**src/t1cic_consts.vh**
```
// Purpose: Register map, field positions and timing counts of the timer1 compare block
// Assumes: 32-bit AXI4-Lite word per register, 50 MHz sys_clk
// Notes:   Byte addresses, low 8 data bits used
`ifndef T1CIC_CONSTS_VH
`define T1CIC_CONSTS_VH

`define T1CIC_ADDR_W          6
`define T1CIC_OFS_COUNT       6'h00
`define T1CIC_OFS_CTRL        6'h04
`define T1CIC_OFS_GCTRL       6'h08
`define T1CIC_OFS_CMPA        6'h0C
`define T1CIC_OFS_CMPB        6'h10
`define T1CIC_OFS_TOP         6'h14
`define T1CIC_OFS_MASK        6'h18
`define T1CIC_OFS_FLAGS       6'h1C
`define T1CIC_OFS_PLL         6'h20

`define T1CIC_CTRL_CLR_TOP    7
`define T1CIC_CTRL_PWM_A      6
`define T1CIC_GCTRL_PWM_B     6
`define T1CIC_GCTRL_PRE_RST   1

`define T1CIC_BIT_CMPA        6
`define T1CIC_BIT_CMPB        5
`define T1CIC_BIT_OVF         2
`define T1CIC_IRQ_MASK_BITS   8'h64

`define T1CIC_PLL_LSM         7
`define T1CIC_PLL_FAST_SEL    2
`define T1CIC_PLL_EN          1
`define T1CIC_PLL_LOCK        0

`define T1CIC_COMPAT_CODE     4'h3
`define T1CIC_COMPAT_FAST_MAX 4'h4
`define T1CIC_PRE_W           14

`define T1CIC_CLK_MHZ         50
`define T1CIC_SETTLE_US       100
`define T1CIC_SETTLE_CYC      (`T1CIC_SETTLE_US * `T1CIC_CLK_MHZ)

`define T1CIC_RESP_OKAY       2'h0
`define T1CIC_RESP_SLVERR     2'h2

`endif

```
**src/t1cic_timer.v**
```verilog
// Purpose: Compare, flag, PLL clock control and prescaler of an 8-bit fast timer
// Assumes: fastClkTick is a one-cycle pulse per fast peripheral clock edge on sys_clk
// Notes:   Registers reached over AXI4-Lite; flags raise irq lines toward the core
// Functional notes
// - Match only when counter advances into a compare value, checked on every count.
// - Software writes that make counter equal a compare value never match.
// - A or B match sets its flag one cycle after the match.
// - With clear-on-top set, a top match clears the counter.
// - Mask bit 6 with global enable and A flag requests A interrupt.
// - Mask bit 5 with global enable and B flag requests B interrupt.
// - Mask bit 2 with global enable and overflow flag requests overflow interrupt.
// - Bits 7 and 0 of mask and flag registers read zero.
// - Flags clear on vector execution, or one cycle after writing one.
// - Normal mode sets overflow flag on counter wraparound.
// - PWM mode sets overflow flag on top match instead of wraparound.
// - Low-speed bit 7 defaults zero; set halves the fast clock outside compatibility mode.
// - Low-speed bit cannot be set while PLL is the system clock.
// - Bit 2 selects fast clock asynchronous or system clock synchronous timing.
// - Fast-clock select accepted only with PLL enabled; software waits for lock.
// - PLL enable bit 1 starts PLL; reads one when PLL is system clock.
// - Lock bit 0 reports lock, hidden until the 100 us settle time.
// - PLL register bits 6 to 3 read zero.
// - Compatibility mode: 10-bit system and 3-bit fast prescalers, always synchronous.
// - Compatibility offers fast/1,2,4,8, system/1 to 1024, or stop.
// - In PWM or clear-on-top, counter returns to zero the cycle after top match.
//
// Design decisions made here: the AXI4-Lite register port and the address map.
`timescale 1ns/1ns
`include "t1cic_consts.vh"

module t1cic_timer #(
	parameter SETTLE_CYCLES = `T1CIC_SETTLE_CYC
) (
	// Clock and reset
	input  wire        sys_clk,
	input  wire        rstn,
	// AXI4-Lite write address and data
	input  wire [5:0]  s_axi_awaddr,
	input  wire        s_axi_awvalid,
	output wire        s_axi_awready,
	input  wire [31:0] s_axi_wdata,
	input  wire [3:0]  s_axi_wstrb,
	input  wire        s_axi_wvalid,
	output wire        s_axi_wready,
	// AXI4-Lite write response
	output reg  [1:0]  s_axi_bresp,
	output reg         s_axi_bvalid,
	input  wire        s_axi_bready,
	// AXI4-Lite read
	input  wire [5:0]  s_axi_araddr,
	input  wire        s_axi_arvalid,
	output wire        s_axi_arready,
	output reg  [31:0] s_axi_rdata,
	output reg  [1:0]  s_axi_rresp,
	output reg         s_axi_rvalid,
	input  wire        s_axi_rready,
	// Core interface
	input  wire        globalIrqEnable,
	input  wire        vecDoneCmpA,
	input  wire        vecDoneCmpB,
	input  wire        vecDoneOvf,
	output reg         irqCmpA,
	output reg         irqCmpB,
	output reg         irqOvf,
	// Clock system
	input  wire        fastClkTick,
	input  wire        pllLockPin,
	input  wire        pllIsSysClkPin,
	input  wire [3:0]  clockSelectFusesPin,
	output wire        pllEnableOut,
	output wire        lowSpeedOut,
	// Match events
	output reg         matchA,
	output reg         matchB,
	output reg         matchTop
);

	// Decoded prescaler choice: {useFast, stop, shift[3:0]}
	function [5:0] presc_decode;
		input [3:0] cs;
		input       compat;
		begin
			if (cs == 4'h0)
				presc_decode = 6'h10;
			else if (!compat)
				presc_decode = {2'b00, cs - 4'h1};
			else if (cs <= `T1CIC_COMPAT_FAST_MAX)
				presc_decode = {2'b10, cs - 4'h1};
			else
				presc_decode = {2'b00, cs - 4'h5};
		end
	endfunction

	function [`T1CIC_PRE_W-1:0] low_mask;
		input [3:0] shift;
		integer i;
		begin
			low_mask = {`T1CIC_PRE_W{1'b0}};
			for (i = 0; i < `T1CIC_PRE_W; i = i + 1)
				if (i < shift)
					low_mask[i] = 1'b1;
		end
	endfunction

	// Pin synchronisers
	reg  [5:0]  pinMeta_reg;
	reg  [5:0]  pinSync_reg;

	always @(posedge sys_clk) begin
		if (!rstn) begin
			pinMeta_reg <= 6'h00;
			pinSync_reg <= 6'h00;
		end else begin
			pinMeta_reg <= {clockSelectFusesPin, pllIsSysClkPin, pllLockPin};
			pinSync_reg <= pinMeta_reg;
		end
	end

	wire        lockSync   = pinSync_reg[0];
	wire        pllIsSys   = pinSync_reg[1];
	wire [3:0]  fuses      = pinSync_reg[5:2];
	wire        compatMode = (fuses == `T1CIC_COMPAT_CODE);

	// Software registers
	reg  [7:0]  count_reg;
	reg  [7:0]  cmpA_reg;
	reg  [7:0]  cmpB_reg;
	reg  [7:0]  top_reg;
	reg  [7:0]  mask_reg;
	reg  [7:0]  flags_reg;
	reg         clrTop_reg;
	reg         pwmA_reg;
	reg         pwmB_reg;
	reg  [3:0]  clkSel_reg;
	reg         lowSpeed_reg;
	reg         fastSel_reg;
	reg         pllEn_reg;

	// AXI write path: address and data may arrive in either order
	reg  [5:0]  awAddr_reg;
	reg         awHeld_reg;
	reg  [31:0] wData_reg;
	reg  [3:0]  wStrb_reg;
	reg         wHeld_reg;

	assign s_axi_awready = !awHeld_reg && !s_axi_bvalid;
	assign s_axi_wready  = !wHeld_reg && !s_axi_bvalid;

	wire        awFire  = s_axi_awvalid && s_axi_awready;
	wire        wFire   = s_axi_wvalid && s_axi_wready;
	wire        awHave  = awHeld_reg || awFire;
	wire        wHave   = wHeld_reg || wFire;
	wire [5:0]  wrAddr  = awHeld_reg ? awAddr_reg : s_axi_awaddr;
	wire [31:0] wrData  = wHeld_reg ? wData_reg : s_axi_wdata;
	wire [3:0]  wrStrb  = wHeld_reg ? wStrb_reg : s_axi_wstrb;
	wire        wrDo    = awHave && wHave;
	wire        wrLane  = wrDo && wrStrb[0];
	wire [7:0]  wrByte  = wrData[7:0];
	wire        wrHit   = (wrAddr[1:0] == 2'b00) && (wrAddr <= `T1CIC_OFS_PLL);

	always @(posedge sys_clk) begin
		if (!rstn) begin
			awHeld_reg   <= 1'b0;
			wHeld_reg    <= 1'b0;
			awAddr_reg   <= 6'h00;
			wData_reg    <= 32'h00000000;
			wStrb_reg    <= 4'h0;
			s_axi_bvalid <= 1'b0;
			s_axi_bresp  <= `T1CIC_RESP_OKAY;
		end else begin
			if (awFire) begin
				awAddr_reg <= s_axi_awaddr;
			end
			if (wFire) begin
				wData_reg <= s_axi_wdata;
				wStrb_reg <= s_axi_wstrb;
			end
			if (wrDo) begin
				awHeld_reg   <= 1'b0;
				wHeld_reg    <= 1'b0;
				s_axi_bvalid <= 1'b1;
				s_axi_bresp  <= wrHit ? `T1CIC_RESP_OKAY : `T1CIC_RESP_SLVERR;
			end else begin
				awHeld_reg <= awHave;
				wHeld_reg  <= wHave;
				if (s_axi_bvalid && s_axi_bready) begin
					s_axi_bvalid <= 1'b0;
				end
			end
		end
	end

	wire wrCount = wrLane && (wrAddr == `T1CIC_OFS_COUNT);
	wire wrFlags = wrLane && (wrAddr == `T1CIC_OFS_FLAGS);
	wire wrGctrl = wrLane && (wrAddr == `T1CIC_OFS_GCTRL);
	wire wrPll   = wrLane && (wrAddr == `T1CIC_OFS_PLL);

	// PLL control and settle timer
	reg  [12:0] settle_reg;
	wire        settleDone = (settle_reg >= SETTLE_CYCLES[12:0]);

	always @(posedge sys_clk) begin
		if (!rstn) begin
			lowSpeed_reg <= 1'b0;
			fastSel_reg  <= 1'b0;
			pllEn_reg    <= 1'b0;
			settle_reg   <= 13'h0000;
		end else begin
			if (wrPll) begin
				lowSpeed_reg <= wrByte[`T1CIC_PLL_LSM] && !pllIsSys;
				fastSel_reg  <= wrByte[`T1CIC_PLL_FAST_SEL] && pllEnableOut;
				pllEn_reg    <= wrByte[`T1CIC_PLL_EN];
			end
			if (!pllEnableOut)
				settle_reg <= 13'h0000;
			else if (!settleDone)
				settle_reg <= settle_reg + 13'h0001;
		end
	end

	assign pllEnableOut = pllEn_reg || pllIsSys;
	assign lowSpeedOut  = lowSpeed_reg;
	wire   pllLocked    = pllEnableOut && settleDone && lockSync;

	// Low-speed mode passes every other fast tick, except in compat mode
	reg         halfPhase_reg;
	always @(posedge sys_clk) begin
		if (!rstn)
			halfPhase_reg <= 1'b0;
		else if (fastClkTick)
			halfPhase_reg <= !halfPhase_reg;
	end
	wire fastTick = fastClkTick && (!lowSpeed_reg || halfPhase_reg || compatMode);

	// Prescaler and timer tick
	wire [5:0]  presc    = presc_decode(clkSel_reg, compatMode);
	wire        preStop  = presc[4];
	// Compat mode keeps the fast path on sys_clk logic, so it stays synchronous
	wire        useFast  = compatMode ? presc[5] : fastSel_reg;
	wire [3:0]  preShift = (compatMode && presc[5]) ? {2'b00, presc[1:0]} : presc[3:0];
	wire [`T1CIC_PRE_W-1:0] preMask = low_mask(preShift);
	wire        srcTick  = useFast ? fastTick : 1'b1;
	reg  [`T1CIC_PRE_W-1:0] pre_reg;
	wire        timerTick = !preStop && srcTick && ((pre_reg & preMask) == preMask);

	always @(posedge sys_clk) begin
		if (!rstn)
			pre_reg <= {`T1CIC_PRE_W{1'b0}};
		else if (wrGctrl && wrByte[`T1CIC_GCTRL_PRE_RST])
			pre_reg <= {`T1CIC_PRE_W{1'b0}};
		else if (!preStop && srcTick)
			pre_reg <= pre_reg + {{(`T1CIC_PRE_W-1){1'b0}}, 1'b1};
	end

	// Counter, matches and overflow events
	wire        pwmMode   = pwmA_reg || pwmB_reg;
	wire        clrMode   = pwmMode || clrTop_reg;
	wire [7:0]  countInc  = count_reg + 8'h01;
	reg         clearPend_reg;
	reg         ovfEvt_reg;

	always @(posedge sys_clk) begin
		if (!rstn) begin
			count_reg     <= 8'h00;
			clearPend_reg <= 1'b0;
			matchA        <= 1'b0;
			matchB        <= 1'b0;
			matchTop      <= 1'b0;
			ovfEvt_reg    <= 1'b0;
		end else begin
			// Only counting steps are compared, never software loads
			matchA        <= timerTick && !clearPend_reg && (countInc == cmpA_reg);
			matchB        <= timerTick && !clearPend_reg && (countInc == cmpB_reg);
			matchTop      <= timerTick && !clearPend_reg && (countInc == top_reg);
			ovfEvt_reg    <= 1'b0;
			clearPend_reg <= 1'b0;
			if (wrCount) begin
				count_reg <= wrByte;
			end else if (clearPend_reg) begin
				count_reg <= 8'h00;
				ovfEvt_reg <= pwmMode;
			end else if (timerTick) begin
				count_reg     <= countInc;
				clearPend_reg <= clrMode && (countInc == top_reg);
				ovfEvt_reg    <= !pwmMode && (count_reg == 8'hFF);
			end
		end
	end

	// Flags: events pass one register stage; write-one clears wait a cycle
	reg  [7:0]  w1cPend_reg;
	wire [7:0]  setVec = {1'b0, matchA, matchB, 2'b00, ovfEvt_reg, 2'b00};
	wire [7:0]  vecClr = {1'b0, vecDoneCmpA, vecDoneCmpB, 2'b00, vecDoneOvf, 2'b00};

	always @(posedge sys_clk) begin
		if (!rstn) begin
			flags_reg   <= 8'h00;
			w1cPend_reg <= 8'h00;
		end else begin
			w1cPend_reg <= wrFlags ? (wrByte & `T1CIC_IRQ_MASK_BITS) : 8'h00;
			// Set wins over any clear in the same cycle
			flags_reg   <= ((flags_reg & ~(w1cPend_reg | vecClr)) | setVec)
				& `T1CIC_IRQ_MASK_BITS;
		end
	end

	// Remaining software registers
	always @(posedge sys_clk) begin
		if (!rstn) begin
			cmpA_reg   <= 8'h00;
			cmpB_reg   <= 8'h00;
			top_reg    <= 8'hFF;
			mask_reg   <= 8'h00;
			clrTop_reg <= 1'b0;
			pwmA_reg   <= 1'b0;
			pwmB_reg   <= 1'b0;
			clkSel_reg <= 4'h0;
		end else if (wrLane) begin
			case (wrAddr)
				`T1CIC_OFS_CTRL: begin
					clrTop_reg <= wrByte[`T1CIC_CTRL_CLR_TOP];
					pwmA_reg   <= wrByte[`T1CIC_CTRL_PWM_A];
					clkSel_reg <= wrByte[3:0];
				end
				`T1CIC_OFS_GCTRL: pwmB_reg <= wrByte[`T1CIC_GCTRL_PWM_B];
				`T1CIC_OFS_CMPA:  cmpA_reg <= wrByte;
				`T1CIC_OFS_CMPB:  cmpB_reg <= wrByte;
				`T1CIC_OFS_TOP:   top_reg <= wrByte;
				`T1CIC_OFS_MASK:  mask_reg <= wrByte & `T1CIC_IRQ_MASK_BITS;
				default: ;
			endcase
		end
	end

	// Interrupt requests toward the core
	always @(posedge sys_clk) begin
		if (!rstn) begin
			irqCmpA <= 1'b0;
			irqCmpB <= 1'b0;
			irqOvf  <= 1'b0;
		end else begin
			irqCmpA <= globalIrqEnable && mask_reg[`T1CIC_BIT_CMPA] && flags_reg[`T1CIC_BIT_CMPA];
			irqCmpB <= globalIrqEnable && mask_reg[`T1CIC_BIT_CMPB] && flags_reg[`T1CIC_BIT_CMPB];
			irqOvf  <= globalIrqEnable && mask_reg[`T1CIC_BIT_OVF] && flags_reg[`T1CIC_BIT_OVF];
		end
	end

	// AXI read path, one cycle to the answer
	assign s_axi_arready = !s_axi_rvalid;
	reg  [7:0]  rdByte;
	reg         rdHit;

	always @* begin
		rdByte = 8'h00;
		rdHit  = 1'b1;
		case (s_axi_araddr)
			`T1CIC_OFS_COUNT: rdByte = count_reg;
			`T1CIC_OFS_CTRL:  rdByte = {clrTop_reg, pwmA_reg, 2'b00, clkSel_reg};
			`T1CIC_OFS_GCTRL: rdByte = {1'b0, pwmB_reg, 6'h00};
			`T1CIC_OFS_CMPA:  rdByte = cmpA_reg;
			`T1CIC_OFS_CMPB:  rdByte = cmpB_reg;
			`T1CIC_OFS_TOP:   rdByte = top_reg;
			`T1CIC_OFS_MASK:  rdByte = mask_reg & `T1CIC_IRQ_MASK_BITS;
			`T1CIC_OFS_FLAGS: rdByte = flags_reg & `T1CIC_IRQ_MASK_BITS;
			`T1CIC_OFS_PLL:   rdByte = {lowSpeed_reg, 4'h0, fastSel_reg,
				pllEnableOut, pllLocked};
			default:          rdHit = 1'b0;
		endcase
	end

	always @(posedge sys_clk) begin
		if (!rstn) begin
			s_axi_rvalid <= 1'b0;
			s_axi_rdata  <= 32'h00000000;
			s_axi_rresp  <= `T1CIC_RESP_OKAY;
		end else if (s_axi_arvalid && s_axi_arready) begin
			s_axi_rvalid <= 1'b1;
			s_axi_rdata  <= {24'h000000, rdByte};
			s_axi_rresp  <= rdHit ? `T1CIC_RESP_OKAY : `T1CIC_RESP_SLVERR;
		end else if (s_axi_rvalid && s_axi_rready) begin
			s_axi_rvalid <= 1'b0;
		end
	end

endmodule

```
**config.mk**
```make
export PLATFORM = sky130hd
export DESIGN_NAME = t1cic_timer
export DESIGN_NICKNAME = d
export VERILOG_FILES = /design/src/t1cic_timer.v
export VERILOG_INCLUDE_DIRS = /design/src
export SDC_FILE = /design/constraint.sdc
export NUM_CORES = 1
export LEC_CHECK = 0
export BUFFER_PORTS_ARGS = -buffer_cell sky130_fd_sc_hd__buf_4
export CAP_MARGIN = 20
export CORE_ASPECT_RATIO = 1.1
export CORE_MARGIN = 3
export CORE_UTILIZATION = 56
export CTS_CLUSTER_SIZE = 25
export DETAILED_ROUTE_END_ITERATION = 10
export PLACE_DENSITY = 0.87
export SLEW_MARGIN = 40
export SYNTH_ARGS = -nofsm -noshare
export SYNTH_HDL_FRONTEND = slang
export SYNTH_SLANG_ARGS = --single-unit
```
**constraint.sdc**
```tcl
create_clock -name sys_clk -period 3.25 [get_ports sys_clk]
set_input_delay 0.1625 -clock sys_clk [delete_from_list [all_inputs] [get_ports sys_clk]]
set_output_delay 0.1625 -clock sys_clk [all_outputs]
set_load 0.03 [all_outputs]
```
Yosys cells after proc, flatten, opt, wreduce, memory -nomap -nowiden. Cells that the tools add are included.

Output and inout bits: 49. Word-level logic and storage cells: 196. Flip-flop bits (word level): 130.

Eq/ne operators: 22. Bitwise gates (word level): 7. Reduce and logical (&&, ||, !) cells: 72. Order comparisons: 17. Multiplexer cells: 36. $add $sub $neg: 5.

Operators by type and width (number): $pmux 8 s9 (1); $eq 6x5->1 const B (8); $logic_and 1x1->1 (35); $mux 8 (4); $eq 6x4->1 const B (4); $eq 8x8->1 (3); $lt 4x4->1 const A (6); $mux 1 (24); $mux 6 (4); $lt 3x4->1 const A (4); $reduce_and 2->1 (8); $add 14x1->14 const B (1); $and 14x14->14 (1); $eq 14x14->1 (1); $or 7x7->7 (2); $add 13x1->13 const B (1); $ge 13x13->1 const B (1); $eq 6x3->1 const B (2); $eq 6x6->1 const B (2); $logic_not 6->1 (2); $logic_not 1->1 (10); $reduce_or 9->1 (1); $add 8x1->8 const B (1); $eq 8x8->1 const B (1); 19 further kinds (32).

Logic depth before layout (Yosys ltp).
Depth after elaboration: 14. Mapped depth: 10.

Least setup slack after synthesis. Ideal clock, no wire load.

Kind: reg-to-reg. Start: register clkSel_reg[0]. End: register count_reg[1]. Library setup time: 0.072 ns. Period minus slack after synthesis: 2.298 ns. Data required time: 3.178 ns. Cell stages (with the launch flop): 10. Setup slack: 0.952 ns. Arrival: 2.226 ns. Cell sequence: dfxtp_1 clkbuf_1 inv_1 ha_1 and2_1 o221ai_1 o311a_1 o221ai_2 a211oi_2 mux2i_1.

Word-level cells in the longest chain between the ends: 12.

Ends and longest elaborated chain: start: declaration (line t1cic_timer.v:134) `reg [3:0] clkSel_reg;`; start signal: assignment (line t1cic_timer.v:323) `clkSel_reg <= wrByte[3:0];`; $le 4x3->1 (no line); $mux 6 (line t1cic_timer.v:87) `` else if (cs <= `T1CIC_COMPAT_FAST_MAX) ``; $mux 6 (line t1cic_timer.v:85) `else if (!compat)`; $mux 6 * (line t1cic_timer.v:83) `if (cs == 4'h0)`; $logic_and 1x1->1 (line t1cic_timer.v:240) `wire [3:0] preShift = (compatMode && presc[5]) ? {2'b00, presc[1:0]} : presc[3:0];`; $mux 4 (line t1cic_timer.v:240); $lt 1x4->1, or another cell as far along (line t1cic_timer.v:100) `if (i < shift)`; $mux 1 (line t1cic_timer.v:100); $and 14x14->14 (line t1cic_timer.v:244) `wire timerTick = !preStop && srcTick && ((pre_reg & preMask) == preMask);`; $eq 14x14->1 (line t1cic_timer.v:244); $logic_and 1x1->1 * (line t1cic_timer.v:244); $reduce_bool 3->1 (no line) *; end signal: assignment (line t1cic_timer.v:278) `count_reg <= wrByte;`; end signal: assignment (line t1cic_timer.v:283) `count_reg <= countInc;`; end: declaration (line t1cic_timer.v:125) `reg [7:0] count_reg;`.

Mark *: on every way between the ends. The rest lies on a longest branch, timed or not. A chain may end at the register's enable or synchronous reset.

Final worst setup path.
Start: register clkSel_reg[0]. End: register matchB.

Word-level cells in the longest chain between the ends: 13.

Ends and longest elaborated chain: $le 4x3->1 (no line); $mux 6 (line t1cic_timer.v:87); $mux 6 (line t1cic_timer.v:85); $mux 6 * (line t1cic_timer.v:83); $logic_and 1x1->1 (line t1cic_timer.v:240); $mux 4 (line t1cic_timer.v:240); $lt 1x4->1, or another cell as far along (line t1cic_timer.v:100); $mux 1 (line t1cic_timer.v:100); $and 14x14->14 (line t1cic_timer.v:244); $eq 14x14->1 (line t1cic_timer.v:244); $logic_and 1x1->1 * (line t1cic_timer.v:244); $logic_and 1x1->1 * (2 in series) (line t1cic_timer.v:273) `matchB <= timerTick && !clearPend_reg && (countInc == cmpB_reg);`; end signal: assignment (line t1cic_timer.v:273); end: declaration (line t1cic_timer.v:74) `output reg matchB,`.

Marked as above.

==> impl_metrics.ini <==
[run_status]
status = complete, no violations

[pwr]
power_leakage_nw = 2.87
switching_share_pct = 23.8
combPwrFrac_pct = 9.1
seqPwrFrac_pct = 41.0
vdd_ir_drop_max_mv = 0.351
clkPwrFrac_pct = 50.0
intPower_mw = 3.04
power_switching_mw = 0.951
p_per_area_nw_per_um2 = 519

[die]
rows = 40
start_util_pct = 58.3
die_h_um = 119
die-area_um2 = 12800
die_x_um = 108
design.core.area_um2 = 11100
top_level_ports = 115

[route]
num_vias = 5685
final_antenna_net_count = 0
routedWlPerCell_um = 17.5
via_per_inst = 5.85
wirelength_um = 17000
first_iter_violations = 430
dr.pass1.iters = 6
drc = 0

[cts]
post-cts-setup-buffers = 0
cts_tree = done
cts_resized = 0
cts.htree.levels = 4
cts_max_path_buffers = 2
holdBufCountCts = 16
cts_sinks = 128
clock_latency_ps = 420
clk_pin_slew_ps = 60
cts-root-buf = clkbuf_16
cts_buffers = 17

[hold_path]
min_path_type = input pin to register

[grt]
track_usage_pct = 27.3
met3_usage_pct = 6.61
grt_pass1_wl_um = 27800
grt_use_met2_pct = 46.2
grt_max_degree = 40
grt.busiest_layer = met2
grt_pass1_vias = 5686
antenna_found_initial = 0
grt_overflow = 0
grtUsageMet1_pct = 31.8

[yosys]
netlist_area_um2 = 6450
syn_inst = 744
ys.flop_type = dfxtp_1
synth_warnings = 0
synth_area_per_cell_um2 = 8.67
synth_edf_count = 0
synthDistinctLibCells = 69
ys_seq_area_share_pct = 39.7
ys_seq_elements = 128
async_flop_share_pct = 0

[layout]
syn2layout_area_growth_pct = 19.2
fin_util_pct = 69.5
fillers = 844
largest_register_ffs = 14
layout_common_cells = dfxtp_1 (128), nor2_1 (103), buf_4 (68), nand2_1 (65), mux2i_1 (37)
drive_above_1_share_pct = 15.2
diodes = 0
fin_nets = 883
final_common_cell = dfxtp_1

[timing]
slew_viol_final = 0
rsz0062_at_grt = no
skew_ps = 7.61
period_share_pct = 84.0
max_slew_margin_pct = 45.8
setup-tns-final_ps = 0
worst_pin_slew_ps = 813
setup_violations = 0
final_hold_viol_count = 0
fin_crit_ps = 2730
timing.fmax_mhz = 366

[worst_setup_path]
start_kind = register
timing.critical_path.buf_inv = 1
cp.arrival_ps = 3020
path_class = register to register
crit_path_end_kind = register
worst_path_max_delay_cell = dfxtp_1
path_cells = inv_1 > ha_1 > and3_1 > a221oi_1 > o311ai_1 > a21oi_2 > nand2_1 > nor4_1
critPathTopFamily = simple AND/OR/NAND/NOR gates
critPathRequiredTime_ps = 3540
crit_fanout = 10
cpPeakStageDelay_ps = 530

[placed_design]
io_buffers = 61
hpwlAfterDp_um = 11700
gp_congestion = 1.01

[job]
drv_cap = 0
Yosys cell counts (3+ instances only):
cell       instances  area share (%)
dfxtp_1          128              40
nor2_1           103             6.0
nand2_1           65             3.8
mux2i_1           37             5.7
a21oi_1           32             2.5
xor2_1            32             4.3
buf_4             28             3.3
clkbuf_1          26             1.5
xnor2_1           24             3.3
a211oi_1          21             2.4
nand3_1           20             1.6
and2_1            19             1.8
inv_1             16            0.93
o21ai_0           16             1.2
nor3_1            15             1.2
a22oi_1           14             1.6
nand4_1           11             1.1
mux2_2            10             1.7
nor2b_1           10            0.97
nor4_1            10            0.97
and3_1             8            0.78
ha_1               6             1.2
o22ai_1            6            0.58
a2111oi_0          5            0.68
a21o_1             4            0.47
a222oi_1           4            0.62
a31oi_1            4            0.39
buf_2              4            0.31
nor3b_1            4            0.47
and4_1             3            0.41
buf_1              3            0.17
nand3b_1           3            0.35
nor2_2             3            0.29
o21a_1             3            0.35
or3_1              3            0.29
or4_1              3            0.35
metrics by stage:
| step | instance area [µm²] | setup slack [ps] | hold slack, ps | total power, mW | cells |
|---|---|---|---|---|---|
| global route | 7680 | 329 | 23.4 | 4.12 | 971 |
| global placement | 6900 | 659 | 349 | 1.99 | 923 |
| finish | 7680 | 520 | 11.6 | 3.99 | 971 |
| CTS | 7680 | 530 | 0.620 | 4.00 | 971 |
| detailed placement | 6900 | 565 | 353 | 2.01 | 923 |
| floorplan | 6540 | 952 | 262 | 1.92 | 769 |
cell type report:
| class | instances | area [µm²] | share of cell area (%) |
|---|---|---|---|
| clock inverters | 9 | 129 | 1.68 |
| inverters | 17 | 63.8 | 0.830 |
| multi-input cells | 563 | 3580 | 46.5 |
| clock buffers | 23 | 498 | 6.48 |
| flip-flops and latches | 128 | 2560 | 33.3 |
| well taps | 147 | 184 | 2.39 |
| repair buffers | 84 | 671 | 8.73 |
cell families (layout without fill, tap and decap cells):
group	after synthesis	count (layout)	share of synthesized area [%]
AND/OR/NAND/NOR	293	293	22.1
AO/OA/AOI/OAI	135	135	15.5
flip-flops	128	128	39.7
buffers and inverters	78	133	6.25
XOR/XNOR	56	56	7.61
multiplexers	47	47	7.49
adder cells (fa/ha/maj)	6	6	1.16
other	1	26	0.0582
final timing paths:
path	startpoint	end	slack (ps)	cells after the start
hold / removal	s_axi_wdata[2]	wData_reg[2]	10	3
setup / recovery	clkSel_reg[0]	matchB	520	8
setup reg to reg	clkSel_reg[0]	matchB	520	8
hold reg to reg	pinMeta_reg[2]	pinSync_reg[2]	430	1
tightest hold or removal path, stage by stage:
cell     delay [ps]
buf_4           110
nand2_1          50
a21oi_1          50
power groups by stage:
stage | Sequential (mW) | Combinational [mW] | Clock, mW
floorplan | 1.66 | 0.254 | 0
CTS | 1.63 | 0.358 | 2.00
global route | 1.64 | 0.391 | 2.08
global placement | 1.66 | 0.330 | 0
detailed placement | 1.67 | 0.340 | 0
finish | 1.64 | 0.362 | 1.99
layer usage:
metal / vias to the layer above / routed length, µm / share of wire [%]
met3: 50 / 983 / 5.8
met1: 2716 / 6740 / 40
li1: 2714 / - / -
met5: - / 0 / 0
met4: 0 / 713 / 4.2
met2: 205 / 8550 / 50
No activity file was read; power rests on OpenSTA's default activity.
